### config.mk
export PLATFORM = sky130hd
export DESIGN_NAME = lcli_top
export DESIGN_NICKNAME = d
export VERILOG_FILES = /design/src/common/lcli_pkg.sv /design/src/design/lcli_flash_gen.sv /design/src/design/lcli_top.sv
export VERILOG_INCLUDE_DIRS = /design/src /design/src/common
export SDC_FILE = /design/constraint.sdc
export NUM_CORES = 1
export LEC_CHECK = 0
export ABC_AREA = 1
export BUFFER_PORTS_ARGS = -buffer_cell sky130_fd_sc_hd__clkbuf_2
export CAP_MARGIN = 10
export CORE_AREA = 2 2 155 157
export CTS_BUF_LIST = sky130_fd_sc_hd__clkbuf_4
export CTS_CLUSTER_SIZE = 24
export DETAILED_ROUTE_END_ITERATION = 7
export DIE_AREA = 0 0 157 159
export PLACE_DENSITY_LB_ADDON = 0.12
export SLEW_MARGIN = 20
export SYNTH_ARGS = -nofsm -noshare
export SYNTH_HDL_FRONTEND = slang
export SYNTH_SLANG_ARGS = --single-unit
### constraint.sdc
create_clock -name core_clk_i -period 7.05 [get_ports core_clk_i]
set_input_delay 1.7625 -clock core_clk_i [delete_from_list [all_inputs] [get_ports core_clk_i]]
set_output_delay 1.7625 -clock core_clk_i [all_outputs]
set_load 0.01 [all_outputs]
### src/common/lcli_defs.svh
// Constants for the logging cycle LED indicator: offsets of time, voltage levels and widths.
`ifndef LCLI_DEFS_SVH
`define LCLI_DEFS_SVH

`define LCLI_CLK_HZ           64'd100000000
`define LCLI_TMR_W            36
`define LCLI_VAL_W            16
`define LCLI_VOLT_W           8
`define LCLI_FLASH_W          3
`define LCLI_DUTY_W           8

`define LCLI_FEATURE_LVL      49
`define LCLI_SEQ_MIN_FEATURE  26
`define LCLI_FADE_MIN_FEATURE 49

`define LCLI_BOOT_S           64'd3
`define LCLI_BOOT_CYC         (`LCLI_BOOT_S * `LCLI_CLK_HZ)
`define LCLI_ACQ_TYP_S        64'd8
`define LCLI_ACQ_MAX_S        64'd300
`define LCLI_ACQ_MAX_CYC      (`LCLI_ACQ_MAX_S * `LCLI_CLK_HZ)
`define LCLI_FADE_S           64'd1
`define LCLI_FADE_CYC         (`LCLI_FADE_S * `LCLI_CLK_HZ)
`define LCLI_FADE_STEPS       64'd256
`define LCLI_SOLID_S          64'd3
`define LCLI_SOLID_CYC        (`LCLI_SOLID_S * `LCLI_CLK_HZ)
`define LCLI_FLASH_ON_MS      64'd100
`define LCLI_FLASH_OFF_MS     64'd200
`define LCLI_FLASH_GAP_MS     64'd500
`define LCLI_FLASH_ON_CYC     (`LCLI_FLASH_ON_MS * `LCLI_CLK_HZ / 64'd1000)
`define LCLI_FLASH_OFF_CYC    (`LCLI_FLASH_OFF_MS * `LCLI_CLK_HZ / 64'd1000)
`define LCLI_FLASH_GAP_CYC    (`LCLI_FLASH_GAP_MS * `LCLI_CLK_HZ / 64'd1000)

// Battery levels in tenths of a volt.
`define LCLI_V_4V9            8'h31
`define LCLI_V_4V8            8'h30
`define LCLI_V_4V6            8'h2E
`define LCLI_V_4V4            8'h2C
`define LCLI_V_4V2            8'h2A

`endif

### src/common/lcli_pkg.sv
// Types shared by the logging cycle LED indicator modules.
`include "lcli_defs.svh"

package lcli_pkg;

	typedef enum logic [3:0] {
		ST_OFF, ST_BOOT, ST_ACQ, ST_FLASH, ST_GAP, ST_SLEEP, ST_WAKE, ST_HOLD
	} lcli_state_e;

	typedef enum logic [1:0] {
		FL_IDLE, FL_ON, FL_OFF
	} lcli_flash_e;

	typedef struct packed {
		logic                     valid;
		logic [`LCLI_VAL_W-1:0]   value;
	} lcli_reading_s;

	typedef struct packed {
		logic                     store;
		logic [`LCLI_VAL_W-1:0]   value;
		logic [`LCLI_VOLT_W-1:0]  batt;
	} lcli_record_s;

endpackage

### src/design/lcli_flash_gen.sv
// Flash train generator: emits a given number of short LED flashes.
`include "lcli_defs.svh"

module lcli_flash_gen
	import lcli_pkg::*;
#(
	parameter logic [31:0] ON_CYC  = 32'(`LCLI_FLASH_ON_CYC),
	parameter logic [31:0] OFF_CYC = 32'(`LCLI_FLASH_OFF_CYC)
) (
	input  wire logic                    core_clk_i,
	input  wire logic                    nrst_i,
	input  wire logic                    start_i,
	input  wire logic [`LCLI_FLASH_W-1:0] count_i,
	output logic                         led_o,
	output logic                         done_o
);

	lcli_flash_e              state_reg;
	logic [31:0]              tmr_reg;
	logic [`LCLI_FLASH_W-1:0] left_reg;
	logic                     done_reg;

	////////////////////////////////////////////////////////////////////////////////

	// Each flash is followed by its off time, which also spaces the flashes apart.
	always_ff @(posedge core_clk_i or negedge nrst_i) begin
		if (!nrst_i) begin
			state_reg <= FL_IDLE;
			tmr_reg   <= 32'h0;
			left_reg  <= '0;
			done_reg  <= 1'b0;
		end else begin
			done_reg <= 1'b0;
			unique case (state_reg)
				FL_IDLE: begin
					if (start_i && count_i != '0) begin
						state_reg <= FL_ON;
						tmr_reg   <= ON_CYC - 32'h1;
						left_reg  <= count_i;
					end else if (start_i) begin
						done_reg <= 1'b1;
					end
				end
				FL_ON: begin
					if (tmr_reg == 32'h0) begin
						state_reg <= FL_OFF;
						tmr_reg   <= OFF_CYC - 32'h1;
						left_reg  <= left_reg - `LCLI_FLASH_W'(1);
					end else begin
						tmr_reg <= tmr_reg - 32'h1;
					end
				end
				FL_OFF: begin
					if (tmr_reg != 32'h0) begin
						tmr_reg <= tmr_reg - 32'h1;
					end else if (left_reg == '0) begin
						state_reg <= FL_IDLE;
						done_reg  <= 1'b1;
					end else begin
						state_reg <= FL_ON;
						tmr_reg   <= ON_CYC - 32'h1;
					end
				end
			endcase
		end
	end

	assign led_o  = (state_reg == FL_ON);
	assign done_o = done_reg;

endmodule

### src/design/lcli_top.sv
// Battery-mode status LED and logging cycle sequencer.
//
// Summary of operation
// - The LED sequence runs only while on battery supply and only from feature level 26 on.
// - At power-up the LED stays lit for three seconds while the sensor is powered and updates are accepted.
// - A record is stored only when the minute is scheduled and the reading passes the threshold.
// - A reading typically takes about 8 s and is abandoned after 300 s without a valid result.
// - A battery voltage above 4.9 V gives exactly one short flash at shutdown.
// - Lower battery gives 2 to 5 flashes at the 4.8, 4.6, 4.4 and 4.2 V levels, and 6 flashes below 4.2 V.
// - The battery voltage is sampled at the end of the reading, while the load is still on.
// - The device wakes at each minute boundary that arrives while it sleeps to check for a due record, then flashes again.
// - On wake the LED fades from full to off within one second, or is solid for 3 s below level 49.
// - A measurement is made even when the threshold would suppress the record.
`include "lcli_defs.svh"

module lcli_top
	import lcli_pkg::*;
#(
	parameter int                     FEATURE_LEVEL   = `LCLI_FEATURE_LVL,
	parameter logic [`LCLI_TMR_W-1:0] BOOT_CYC        = `LCLI_TMR_W'(`LCLI_BOOT_CYC),
	parameter logic [`LCLI_TMR_W-1:0] ACQ_TIMEOUT_CYC = `LCLI_TMR_W'(`LCLI_ACQ_MAX_CYC),
	parameter logic [`LCLI_TMR_W-1:0] FADE_CYC        = `LCLI_TMR_W'(`LCLI_FADE_CYC),
	parameter logic [`LCLI_TMR_W-1:0] SOLID_CYC       = `LCLI_TMR_W'(`LCLI_SOLID_CYC),
	parameter logic [31:0]            FLASH_ON_CYC    = 32'(`LCLI_FLASH_ON_CYC),
	parameter logic [31:0]            FLASH_OFF_CYC   = 32'(`LCLI_FLASH_OFF_CYC),
	parameter logic [`LCLI_TMR_W-1:0] FLASH_GAP_CYC   = `LCLI_TMR_W'(`LCLI_FLASH_GAP_CYC)
) (
	input  wire logic                     core_clk_i,
	input  wire logic                     nrst_i,
	input  wire logic                     battery_mode_i,
	input  wire logic                     minute_tick_i,
	input  wire logic                     scheduled_i,
	input  wire logic [`LCLI_VAL_W-1:0]   threshold_i,
	input  wire lcli_reading_s            reading_i,
	input  wire logic [`LCLI_VOLT_W-1:0]  batt_level_i,
	output logic                          led_o,
	output logic                          sensor_pwr_o,
	output logic                          fw_update_en_o,
	output logic                          acq_req_o,
	output logic                          acq_timeout_o,
	output lcli_record_s                  record_o
);

	// The fade walks the duty cycle down in equal steps; rounding down keeps it inside one second.
	localparam logic [`LCLI_TMR_W-1:0] FADE_STEP_CYC =
		`LCLI_TMR_W'(FADE_CYC / `LCLI_TMR_W'(`LCLI_FADE_STEPS));
	localparam logic SEQ_ENABLED = (FEATURE_LEVEL >= `LCLI_SEQ_MIN_FEATURE);
	localparam logic FADE_WAKE   = (FEATURE_LEVEL >= `LCLI_FADE_MIN_FEATURE);

	lcli_state_e              state_reg;
	lcli_state_e              state_next;
	logic [`LCLI_TMR_W-1:0]   tmr_reg;
	logic [1:0]               pin_meta_reg;
	logic [1:0]               pin_sync_reg;
	logic                     tick_d_reg;
	logic                     minute_rise;
	logic                     on_battery;
	logic                     acq_end;
	logic [`LCLI_FLASH_W-1:0] flash_cnt_reg;
	logic [`LCLI_FLASH_W-1:0] flash_cnt_next;
	logic                     flash_start_reg;
	logic                     flash_led;
	logic                     flash_done;
	logic [`LCLI_DUTY_W-1:0]  duty_reg;
	logic [`LCLI_DUTY_W-1:0]  pwm_cnt_reg;
	logic                     led_reg;
	logic                     led_next;
	logic                     timeout_reg;
	lcli_record_s             record_reg;

	////////////////////////////////////////////////////////////////////////////////

	// Battery-present and minute tick arrive from outside the clock domain.
	wire logic [1:0] pin_raw = {minute_tick_i, battery_mode_i};

	genvar g;
	generate
		for (g = 0; g < 2; g++) begin : g_sync
			always_ff @(posedge core_clk_i or negedge nrst_i) begin
				if (!nrst_i) begin
					pin_meta_reg[g] <= 1'b0;
					pin_sync_reg[g] <= 1'b0;
				end else begin
					pin_meta_reg[g] <= pin_raw[g];
					pin_sync_reg[g] <= pin_meta_reg[g];
				end
			end
		end
	endgenerate

	always_ff @(posedge core_clk_i or negedge nrst_i) begin
		if (!nrst_i) begin
			tick_d_reg <= 1'b0;
		end else begin
			tick_d_reg <= pin_sync_reg[1];
		end
	end

	assign on_battery  = pin_sync_reg[0] && SEQ_ENABLED;
	assign minute_rise = pin_sync_reg[1] && !tick_d_reg;

	// A reading ends on a valid result or when the wait runs out.
	assign acq_end = (state_reg == ST_ACQ) && (reading_i.valid || tmr_reg == '0);

	////////////////////////////////////////////////////////////////////////////////

	always_comb begin
		state_next = state_reg;
		if (!on_battery) begin
			state_next = ST_OFF;
		end else begin
			unique case (state_reg)
				ST_OFF:   state_next = ST_BOOT;
				ST_BOOT:  if (tmr_reg == '0) state_next = ST_ACQ;
				ST_ACQ:   if (acq_end) state_next = ST_FLASH;
				ST_FLASH: if (flash_done) state_next = ST_GAP;
				ST_GAP:   if (tmr_reg == '0) state_next = ST_SLEEP;
				ST_SLEEP: if (minute_rise) state_next = FADE_WAKE ? ST_WAKE : ST_HOLD;
				ST_WAKE: begin
					if (duty_reg == '0 && tmr_reg == '0) begin
						state_next = scheduled_i ? ST_ACQ : ST_FLASH;
					end
				end
				ST_HOLD: begin
					if (tmr_reg == '0) begin
						state_next = scheduled_i ? ST_ACQ : ST_FLASH;
					end
				end
			endcase
		end
	end

	always_ff @(posedge core_clk_i or negedge nrst_i) begin
		if (!nrst_i) begin
			state_reg <= ST_OFF;
		end else begin
			state_reg <= state_next;
		end
	end

	// One timer serves every timed phase but the flash train, which the flash generator times, and is reloaded on entry.
	always_ff @(posedge core_clk_i or negedge nrst_i) begin
		if (!nrst_i) begin
			tmr_reg <= '0;
		end else if (state_next != state_reg) begin
			unique case (state_next)
				ST_BOOT: tmr_reg <= BOOT_CYC - `LCLI_TMR_W'(1);
				ST_ACQ:  tmr_reg <= ACQ_TIMEOUT_CYC - `LCLI_TMR_W'(1);
				ST_GAP:  tmr_reg <= FLASH_GAP_CYC - `LCLI_TMR_W'(1);
				ST_WAKE: tmr_reg <= FADE_STEP_CYC - `LCLI_TMR_W'(1);
				ST_HOLD: tmr_reg <= SOLID_CYC - `LCLI_TMR_W'(1);
				default: tmr_reg <= '0;
			endcase
		end else if (state_reg == ST_WAKE && tmr_reg == '0) begin
			tmr_reg <= FADE_STEP_CYC - `LCLI_TMR_W'(1);
		end else if (tmr_reg != '0) begin
			tmr_reg <= tmr_reg - `LCLI_TMR_W'(1);
		end
	end

	////////////////////////////////////////////////////////////////////////////////

	// Flash count from the battery level; a level between marks takes the lower mark.
	always_comb begin
		if (batt_level_i > `LCLI_V_4V9) begin
			flash_cnt_next = `LCLI_FLASH_W'(1);
		end else if (batt_level_i >= `LCLI_V_4V8) begin
			flash_cnt_next = `LCLI_FLASH_W'(2);
		end else if (batt_level_i >= `LCLI_V_4V6) begin
			flash_cnt_next = `LCLI_FLASH_W'(3);
		end else if (batt_level_i >= `LCLI_V_4V4) begin
			flash_cnt_next = `LCLI_FLASH_W'(4);
		end else if (batt_level_i >= `LCLI_V_4V2) begin
			flash_cnt_next = `LCLI_FLASH_W'(5);
		end else begin
			flash_cnt_next = `LCLI_FLASH_W'(6);
		end
	end

	// Sampling at the end of the reading catches the sag under measurement load.
	always_ff @(posedge core_clk_i or negedge nrst_i) begin
		if (!nrst_i) begin
			flash_cnt_reg <= `LCLI_FLASH_W'(1);
		end else if (acq_end) begin
			flash_cnt_reg <= flash_cnt_next;
		end
	end

	always_ff @(posedge core_clk_i or negedge nrst_i) begin
		if (!nrst_i) begin
			record_reg  <= '0;
			timeout_reg <= 1'b0;
		end else begin
			record_reg.store <= 1'b0;
			timeout_reg      <= acq_end && !reading_i.valid;
			if (acq_end) begin
				record_reg.value <= reading_i.value;
				record_reg.batt  <= batt_level_i;
				record_reg.store <= reading_i.valid && scheduled_i
					&& (reading_i.value > threshold_i);
			end
		end
	end

	////////////////////////////////////////////////////////////////////////////////

	always_ff @(posedge core_clk_i or negedge nrst_i) begin
		if (!nrst_i) begin
			flash_start_reg <= 1'b0;
		end else begin
			flash_start_reg <= (state_next == ST_FLASH) && (state_reg != ST_FLASH);
		end
	end

	lcli_flash_gen #(
		.ON_CYC  (FLASH_ON_CYC),
		.OFF_CYC (FLASH_OFF_CYC)
	) u_flash (
		.core_clk_i (core_clk_i),
		.nrst_i     (nrst_i),
		.start_i    (flash_start_reg),
		.count_i    (flash_cnt_reg),
		.led_o      (flash_led),
		.done_o     (flash_done)
	);

	// The fade is a PWM whose duty drops one step per step period.
	// Restarting the PWM count on wake makes the first period open at full brightness.
	always_ff @(posedge core_clk_i or negedge nrst_i) begin
		if (!nrst_i) begin
			pwm_cnt_reg <= '0;
			duty_reg    <= '0;
		end else if (state_next == ST_WAKE && state_reg != ST_WAKE) begin
			pwm_cnt_reg <= '0;
			duty_reg    <= '1;
		end else begin
			pwm_cnt_reg <= pwm_cnt_reg + `LCLI_DUTY_W'(1);
			if (state_reg == ST_WAKE && tmr_reg == '0 && duty_reg != '0) begin
				duty_reg <= duty_reg - `LCLI_DUTY_W'(1);
			end
		end
	end

	always_comb begin
		unique case (state_reg)
			ST_BOOT:  led_next = 1'b1;
			ST_HOLD:  led_next = 1'b1;
			ST_WAKE:  led_next = (pwm_cnt_reg < duty_reg);
			ST_FLASH: led_next = flash_led;
			default:  led_next = 1'b0;
		endcase
	end

	always_ff @(posedge core_clk_i or negedge nrst_i) begin
		if (!nrst_i) begin
			led_reg <= 1'b0;
		end else begin
			led_reg <= led_next;
		end
	end

	assign led_o          = led_reg;
	assign sensor_pwr_o   = (state_reg == ST_BOOT) || (state_reg == ST_ACQ);
	assign fw_update_en_o = (state_reg == ST_BOOT);
	assign acq_req_o      = (state_reg == ST_ACQ);
	assign acq_timeout_o  = timeout_reg;
	assign record_o       = record_reg;

endmodule

==> impl_metrics.json, run 1 <==
{
  "outcome": "completed",
  "synth_edf_count": 0,
  "synth.distinct_cells": 47,
  "r2r_cells": 17,
  "finClkSkew_ps": 37.0,
  "cts_max_level": 4,
  "sw_frac_of_total_pct": 30.5,
  "postCtsHoldBufs": 0,
  "final_max_slew_viol_count": 0,
  "avgSynthCellArea_sq_um": 7.39,
  "syn_to_final_growth_pct": 11.7,
  "wl_per_cell_microns": 13.2,
  "fin_crit_sh_pct": 56.1,
  "dp_hpwl_microns": 14100,
  "vias_per_cell": 4.62,
  "critPathBufInv": 3,
  "p_seq_share_pct": 54.1,
  "whs_path_depth": 0,
  "relSlewSlack_pct": 26.6,
  "drt_iter0_drc": 390,
  "worst_slew_pin_slew_ps": 1090,
  "holdCritPathClass": "register to register",
  "r2r_slack_ps": 3340,
  "drc": 0,
  "setup_viol": 0,
  "numCtsBuffers": 17,
  "nNetsFinal": 1241,
  "synth_nets": 1164,
  "ant_nets": 0,
  "intPower_mw": 1.01,
  "rsz0062_at_grt": "false",
  "final_util_pct": 38.6,
  "end_kind": "primary output",
  "netlist_area_sq_um": 8010,
  "port_buffers": 75,
  "fin_setup_tns_ps": 0,
  "p_per_area_nw_per_um2": 162,
  "drive_gt1_share_pct": 12.5,
  "power.net_switching_mw": 0.441,
  "clk_path_buf_depth": 2,
  "die-area_sq_um": 25000,
  "vias": 6891,
  "die_h_microns": 159,
  "max_freq_ghz": 0.253,
  "max_stage_delay_ps": 550,
  "start_util_pct": 34.5,
  "root_buffer": "clkbuf_4",
  "period_needed_ps": 3960,
  "cts_sinks": 130,
  "drv_cap": 0,
  "p_comb_share_pct": 11.4,
  "grt_pass1_wl_microns": 33600,
  "synthCells": 1084,
  "cts_tree": "yes",
  "cp_slowest_cell": "nor3_1",
  "path_delay_family": "simple AND/OR/NAND/NOR gates",
  "synth_ff_type": "dfrtp_1",
  "io_pins": 76,
  "fp-row-count": 56,
  "crit_fanout": 5,
  "grtUsageTotal_pct": 16.7,
  "grt_pass1_vias": 6728,
  "cp.required_ps": 5290,
  "routed_wl_microns": 19600,
  "leakagePower_nw": 5.00,
  "worstSkewPairLatency_ps": 560,
  "cts.repair.resized": 0,
  "arrival_ps": 2190,
  "crit_chain": "inv_1, nor3_1, inv_1, o21ai_0, clkbuf_2",
  "largest_reg_flops": 36,
  "fp.dieW_microns": 157,
  "dr.pass1.iters": 5,
  "core_area_sq_um": 23200,
  "p_clk_share_pct": 34.5,
  "finalHoldViolations": 0,
  "ys_seq_area_share_pct": 40.6,
  "ys_ff_latch": 130,
  "path_common_cell": "inv_1",
  "path_depth": 5,
  "ir_worst_vdd_mv": 0.0731,
  "cts_setup_buffers": 0,
  "grt_max_degree": 75,
  "path_clk_slew_ps": 120,
  "placedCellCount": 1461,
  "criticalPathCategory": "register to primary output",
  "place.gp.congestion": 0.808,
  "synth_async_sr_flop_share_pct": 100,
  "stdcell_count": 1493,
  "grt-ovfl-total": 0,
  "ys_warn_count": 0,
  "antenna_found_initial": 1,
  "start_kind": "register"
}
[Yosys cell counts, types with 2 or more instances]
cell        n  share of area, %
nand2_1   291                14
inv_1     146               6.8
nor2_1    138               6.5
dfrtp_1   129                40
o21ai_0    61               3.8
nand3_1    45               2.8
a21oi_1    43               2.7
xor2_1     38               4.2
ha_1       34               5.3
nand4_1    19               1.5
nor3_1     17               1.1
clkbuf_1   11              0.52
xnor2_1    11               1.2
nand2_2     9              0.70
nor2_2      7              0.55
nor4_1      7              0.55
o22ai_1     7              0.55
a22oi_1     6              0.56
nand3_2     6              0.75
a31oi_1     5              0.39
buf_6       5              0.70
nor3b_1     5              0.47
o21ai_1     5              0.31
buf_4       4              0.37
o211ai_1    4              0.37
inv_2       3              0.14
or2_2       3              0.23
a211oi_1    2              0.19
clkinv_1    2             0.094
nor2_4      2              0.28
nor2_8      2              0.50
o21ai_2     2              0.22
[layer usage]
metal  GRT usage (%)  vias up  routed length, microns
met5               0        -                       0
met4            3.46        0                     161
met3            5.20       11                    1070
met2            24.8      139                    8390
met1            23.9     3129                   10000
li1                -     3612                       -
[power groups by stage]
stage	sequential [mW]	combinational, mW	clock [mW]
floorplan	0.792	0.113	0
global placement	0.796	0.168	0
detailed placement	0.796	0.168	0
CTS	0.782	0.169	0.523
global route	0.785	0.195	0.557
finish	0.782	0.165	0.499
[per-stage QoR]
stage                     power, mW  hold slack, ps  worst slack, ps  area [sq um]
after floorplan               0.905             331             3960          8010
after global placement        0.964             333             2950          8690
after detailed placement      0.964             335             2850          8690
after CTS                      1.47             364             3080          8950
after global routing           1.54             373             2820          8950
final                          1.45             362             3090          8950
[kinds of logic after synthesis]
family                   synth area share [%]
flip-flops                               40.6
XOR/XNOR                                 5.36
adder cells (fa/ha/maj)                  5.31
buffers and inverters                    8.73
other                                  0.0468
AND/OR/NAND/NOR                          30.1
AO/OA/AOI/OAI                            9.79
[placed cells by master, fill, tap and decap left out, types with 7 or more instances in the layout]
cell	synthesis	routed
ha_1	34	34
xnor2_1	11	11
nor4_1	7	7
nand2_2	9	9
xor2_1	38	38
nand2_1	291	291
o21ai_0	61	61
nand3_1	45	45
nor3_1	17	17
clkbuf_2	0	74
inv_1	146	146
nor2_1	138	138
o22ai_1	7	7
nor2_2	7	7
clkbuf_4	0	18
a21oi_1	43	43
nand4_1	19	19
dfrtp_1	129	129
[path summary, 6_finish.rpt]
kind	end	start
max in group asynchronous	u_flash.tmr_reg[21]$_DFFE_PN0P_	nrst_i
worst max-delay path	sensor_pwr_o	state_reg[0]$_DFF_PN0_
min in group asynchronous	u_flash.tmr_reg[11]$_DFFE_PN0P_	nrst_i
worst min-delay path	pin_sync_reg[1]$_DFF_PN0_	pin_meta_reg[1]$_DFF_PN0_
worst min register to register	pin_sync_reg[1]$_DFF_PN0_	pin_meta_reg[1]$_DFF_PN0_
worst max register to register	tmr_reg[30]$_DFFE_PN0P_	tmr_reg[0]$_DFFE_PN0P_
[cell type report]
| cell class | count | area, sq um |
|---|---|---|
| flip-flops and latches | 130 | 3250 |
| multi-input cells | 782 | 4060 |
| fillers | 2518 | 14200 |
| repair buffers | 79 | 412 |
| inverters | 151 | 567 |
| clock inverters | 13 | 124 |
| clock buffers | 18 | 135 |
| diodes | 1 | 2.50 |
| well taps | 319 | 399 |
(Power assumes the default switching activity.)
==> run 2: changes to the inputs <==
==> constraint.sdc (replaced) <==
create_clock -name core_clk_i -period 3.91 [get_ports core_clk_i]
set_input_delay 0.9775 -clock core_clk_i [delete_from_list [all_inputs] [get_ports core_clk_i]]
set_output_delay 0.9775 -clock core_clk_i [all_outputs]
set_load 0.01 [all_outputs]
==> run 2 against run 1 <==
Clock power up 99%. Core utilization up 0.45 points. First-iteration DRC count up 7.4%. Largest power group unchanged. Global-route usage up 0.077 points.
==> impl_metrics.json, run 2 (same netlist as run 1, synthesis figures left out) <==
{
  "cts_tree": "yes",
  "place_ws_ps": 528,
  "finClkSkew_ps": 33.3,
  "syn_to_final_growth_pct": 13.0,
  "drive_gt1_share_pct": 13.2,
  "ir_worst_vdd_mv": 0.179,
  "drt_iter0_drc": 419,
  "start_kind": "register",
  "drc": 0,
  "cp.required_ps": 4360,
  "drv_cap": 0,
  "vias": 6911,
  "crit_chain": "inv_1, ha_1, nand2_2, nor2_4, nand2_4, nor2_8, nand2_2, nand2_1, nand2_1, nand3_1, o21ai_0, nand2_1, nand2_1, nor2_4, nand3_4, nand2_1, inv_1",
  "worstSkewPairLatency_ps": 580,
  "max_stage_delay_ps": 430,
  "end_kind": "register",
  "grt_pass1_vias": 6777,
  "stdcell_area_sq_um": 9060,
  "fin_total_pwr_mw": 2.70,
  "clk_path_buf_depth": 2,
  "grt_max_degree": 58,
  "vias_per_cell": 4.60,
  "postCtsHoldBufs": 0,
  "timing.final.ws_setup_ps": 582,
  "place_area_sq_um": 8750,
  "wl_per_cell_microns": 13.0,
  "cp-startpoint": "tmr_reg[0]$_DFFE_PN0P_",
  "routed_wl_microns": 19500,
  "start_util_pct": 34.5,
  "grt_pass1_wl_microns": 33800,
  "holdCritPathClass": "primary input to async pin",
  "arrival_ps": 3780,
  "antenna_found_initial": 2,
  "crit_end": "tmr_reg[33]$_DFFE_PN0P_",
  "cts.repair.resized": 0,
  "io_pins": 76,
  "port_buffers": 75,
  "grtUsageTotal_pct": 16.8,
  "die-area_sq_um": 25000,
  "path_delay_family": "simple AND/OR/NAND/NOR gates",
  "fill_cells": 2477,
  "r2r_cells": 17,
  "relSlewSlack_pct": 49.6,
  "numCtsBuffers": 17,
  "largest_reg_flops": 36,
  "path_depth": 17,
  "worst_slew_pin_slew_ps": 753,
  "dp_hpwl_microns": 14100,
  "p_per_area_nw_per_um2": 299,
  "root_buffer": "clkbuf_4",
  "dr.pass1.iters": 5,
  "criticalPathCategory": "register to register",
  "leakagePower_nw": 5.06,
  "fp.dieW_microns": 157,
  "period_needed_ps": 3330,
  "rsz0062_at_grt": "false",
  "path_common_cell": "nand2_1",
  "multi_input_area_sq_um": 4060,
  "fin_setup_tns_ps": 0,
  "critPathBufInv": 2,
  "fp-row-count": 56,
  "core_area_sq_um": 23200,
  "final_common_cell": "nand2_1",
  "path_clk_slew_ps": 140,
  "cts_sinks": 130,
  "stdcell_count": 1502,
  "r2r_start": "tmr_reg[0]$_DFFE_PN0P_",
  "cp_slowest_cell": "nand3_4",
  "die_h_microns": 159,
  "final_max_slew_viol_count": 0,
  "rr_endpoint": "tmr_reg[33]$_DFFE_PN0P_",
  "ant_nets": 0,
  "fin_crit_sh_pct": 85.1,
  "grt-ovfl-total": 0,
  "nNetsFinal": 1248,
  "r2r_slack_ps": 580,
  "cts_max_level": 4,
  "crit_fanout": 27,
  "finalHoldViolations": 0,
  "place.gp.congestion": 0.854,
  "setup_viol": 0,
  "seqCellArea_sq_um": 3250,
  "max_freq_ghz": 0.300,
  "outcome": "completed",
  "cts_setup_buffers": 0,
  "placedCellCount": 1468,
  "final_cell_mix": "nand2_1 (291), inv_1 (146), nor2_1 (138), dfrtp_1 (129), clkbuf_2 (74)"
}
run 2: changes by cell type in the layout (fill, tap and decap cells not counted):
cell / before / now
inv_6: 6 / 4
buf_4: 4 / 10
inv_8: 0 / 5
clkinvlp_4: 2 / 0
clkinv_8: 0 / 1
buf_12: 0 / 1
clkinv_1: 3 / 2
diode_2: 1 / 2
clkbuf_4: 18 / 17
clkinv_4: 2 / 3
run 2: metrics by stage:
stage | utilization (%) | hold slack (ps)
floorplan | - | 331
global placement | 37.7 | 331
detailed placement | 37.7 | 343
CTS | 39.0 | 272
global route | 39.0 | 276
finish | 39.0 | 296
run 2: layout make-up:
| cell class | count | share of cell area [%] |
|---|---|---|
| timing repair buffer | 86 | 5.26 |
| clock inverter | 15 | 1.87 |
| sequential | 130 | 35.9 |
| clock buffer | 17 | 1.41 |
| tap | 319 | 4.41 |
| inverter | 151 | 6.26 |
| antenna | 2 | 0.0553 |
| multi-input combinational | 782 | 44.8 |
run 2: power breakdown:
part	leakage (nW)	internal, mW	switching (mW)
registers	1.74	1.38	0.0343
logic	3.16	0.112	0.191
clock network	0.164	0.351	0.640
total	5.06	1.84	0.865
run 2: worst min path at each step:
stage / startpoint / to / depth (start not counted)
2_1_floorplan: pin_meta_reg[0]$_DFF_PN0_ / on_battery$_DFF_PN0_ / 0
3_3_place_gp: pin_meta_reg[1]$_DFF_PN0_ / pin_sync_reg[1]$_DFF_PN0_ / 0
3_5_place_dp: pin_meta_reg[0]$_DFF_PN0_ / on_battery$_DFF_PN0_ / 0
4_1_cts: nrst_i / u_flash.tmr_reg[13]$_DFFE_PN0P_ / 1
5_1_grt: nrst_i / u_flash.tmr_reg[4]$_DFFE_PN0P_ / 1
6_report: nrst_i / u_flash.tmr_reg[11]$_DFFE_PN0P_ / 1
run 2: per-layer routing:
metal  GRT usage [%]  vias up  part of all wire, %  routed length, microns
met2            25.3      115                   43                    8450
met5               0        -                    0                       0
li1                -     3639                    -                       -
met3            4.41       17                  4.9                     966
met4            3.50        0                 0.88                     171
met1            24.2     3140                   51                    9960
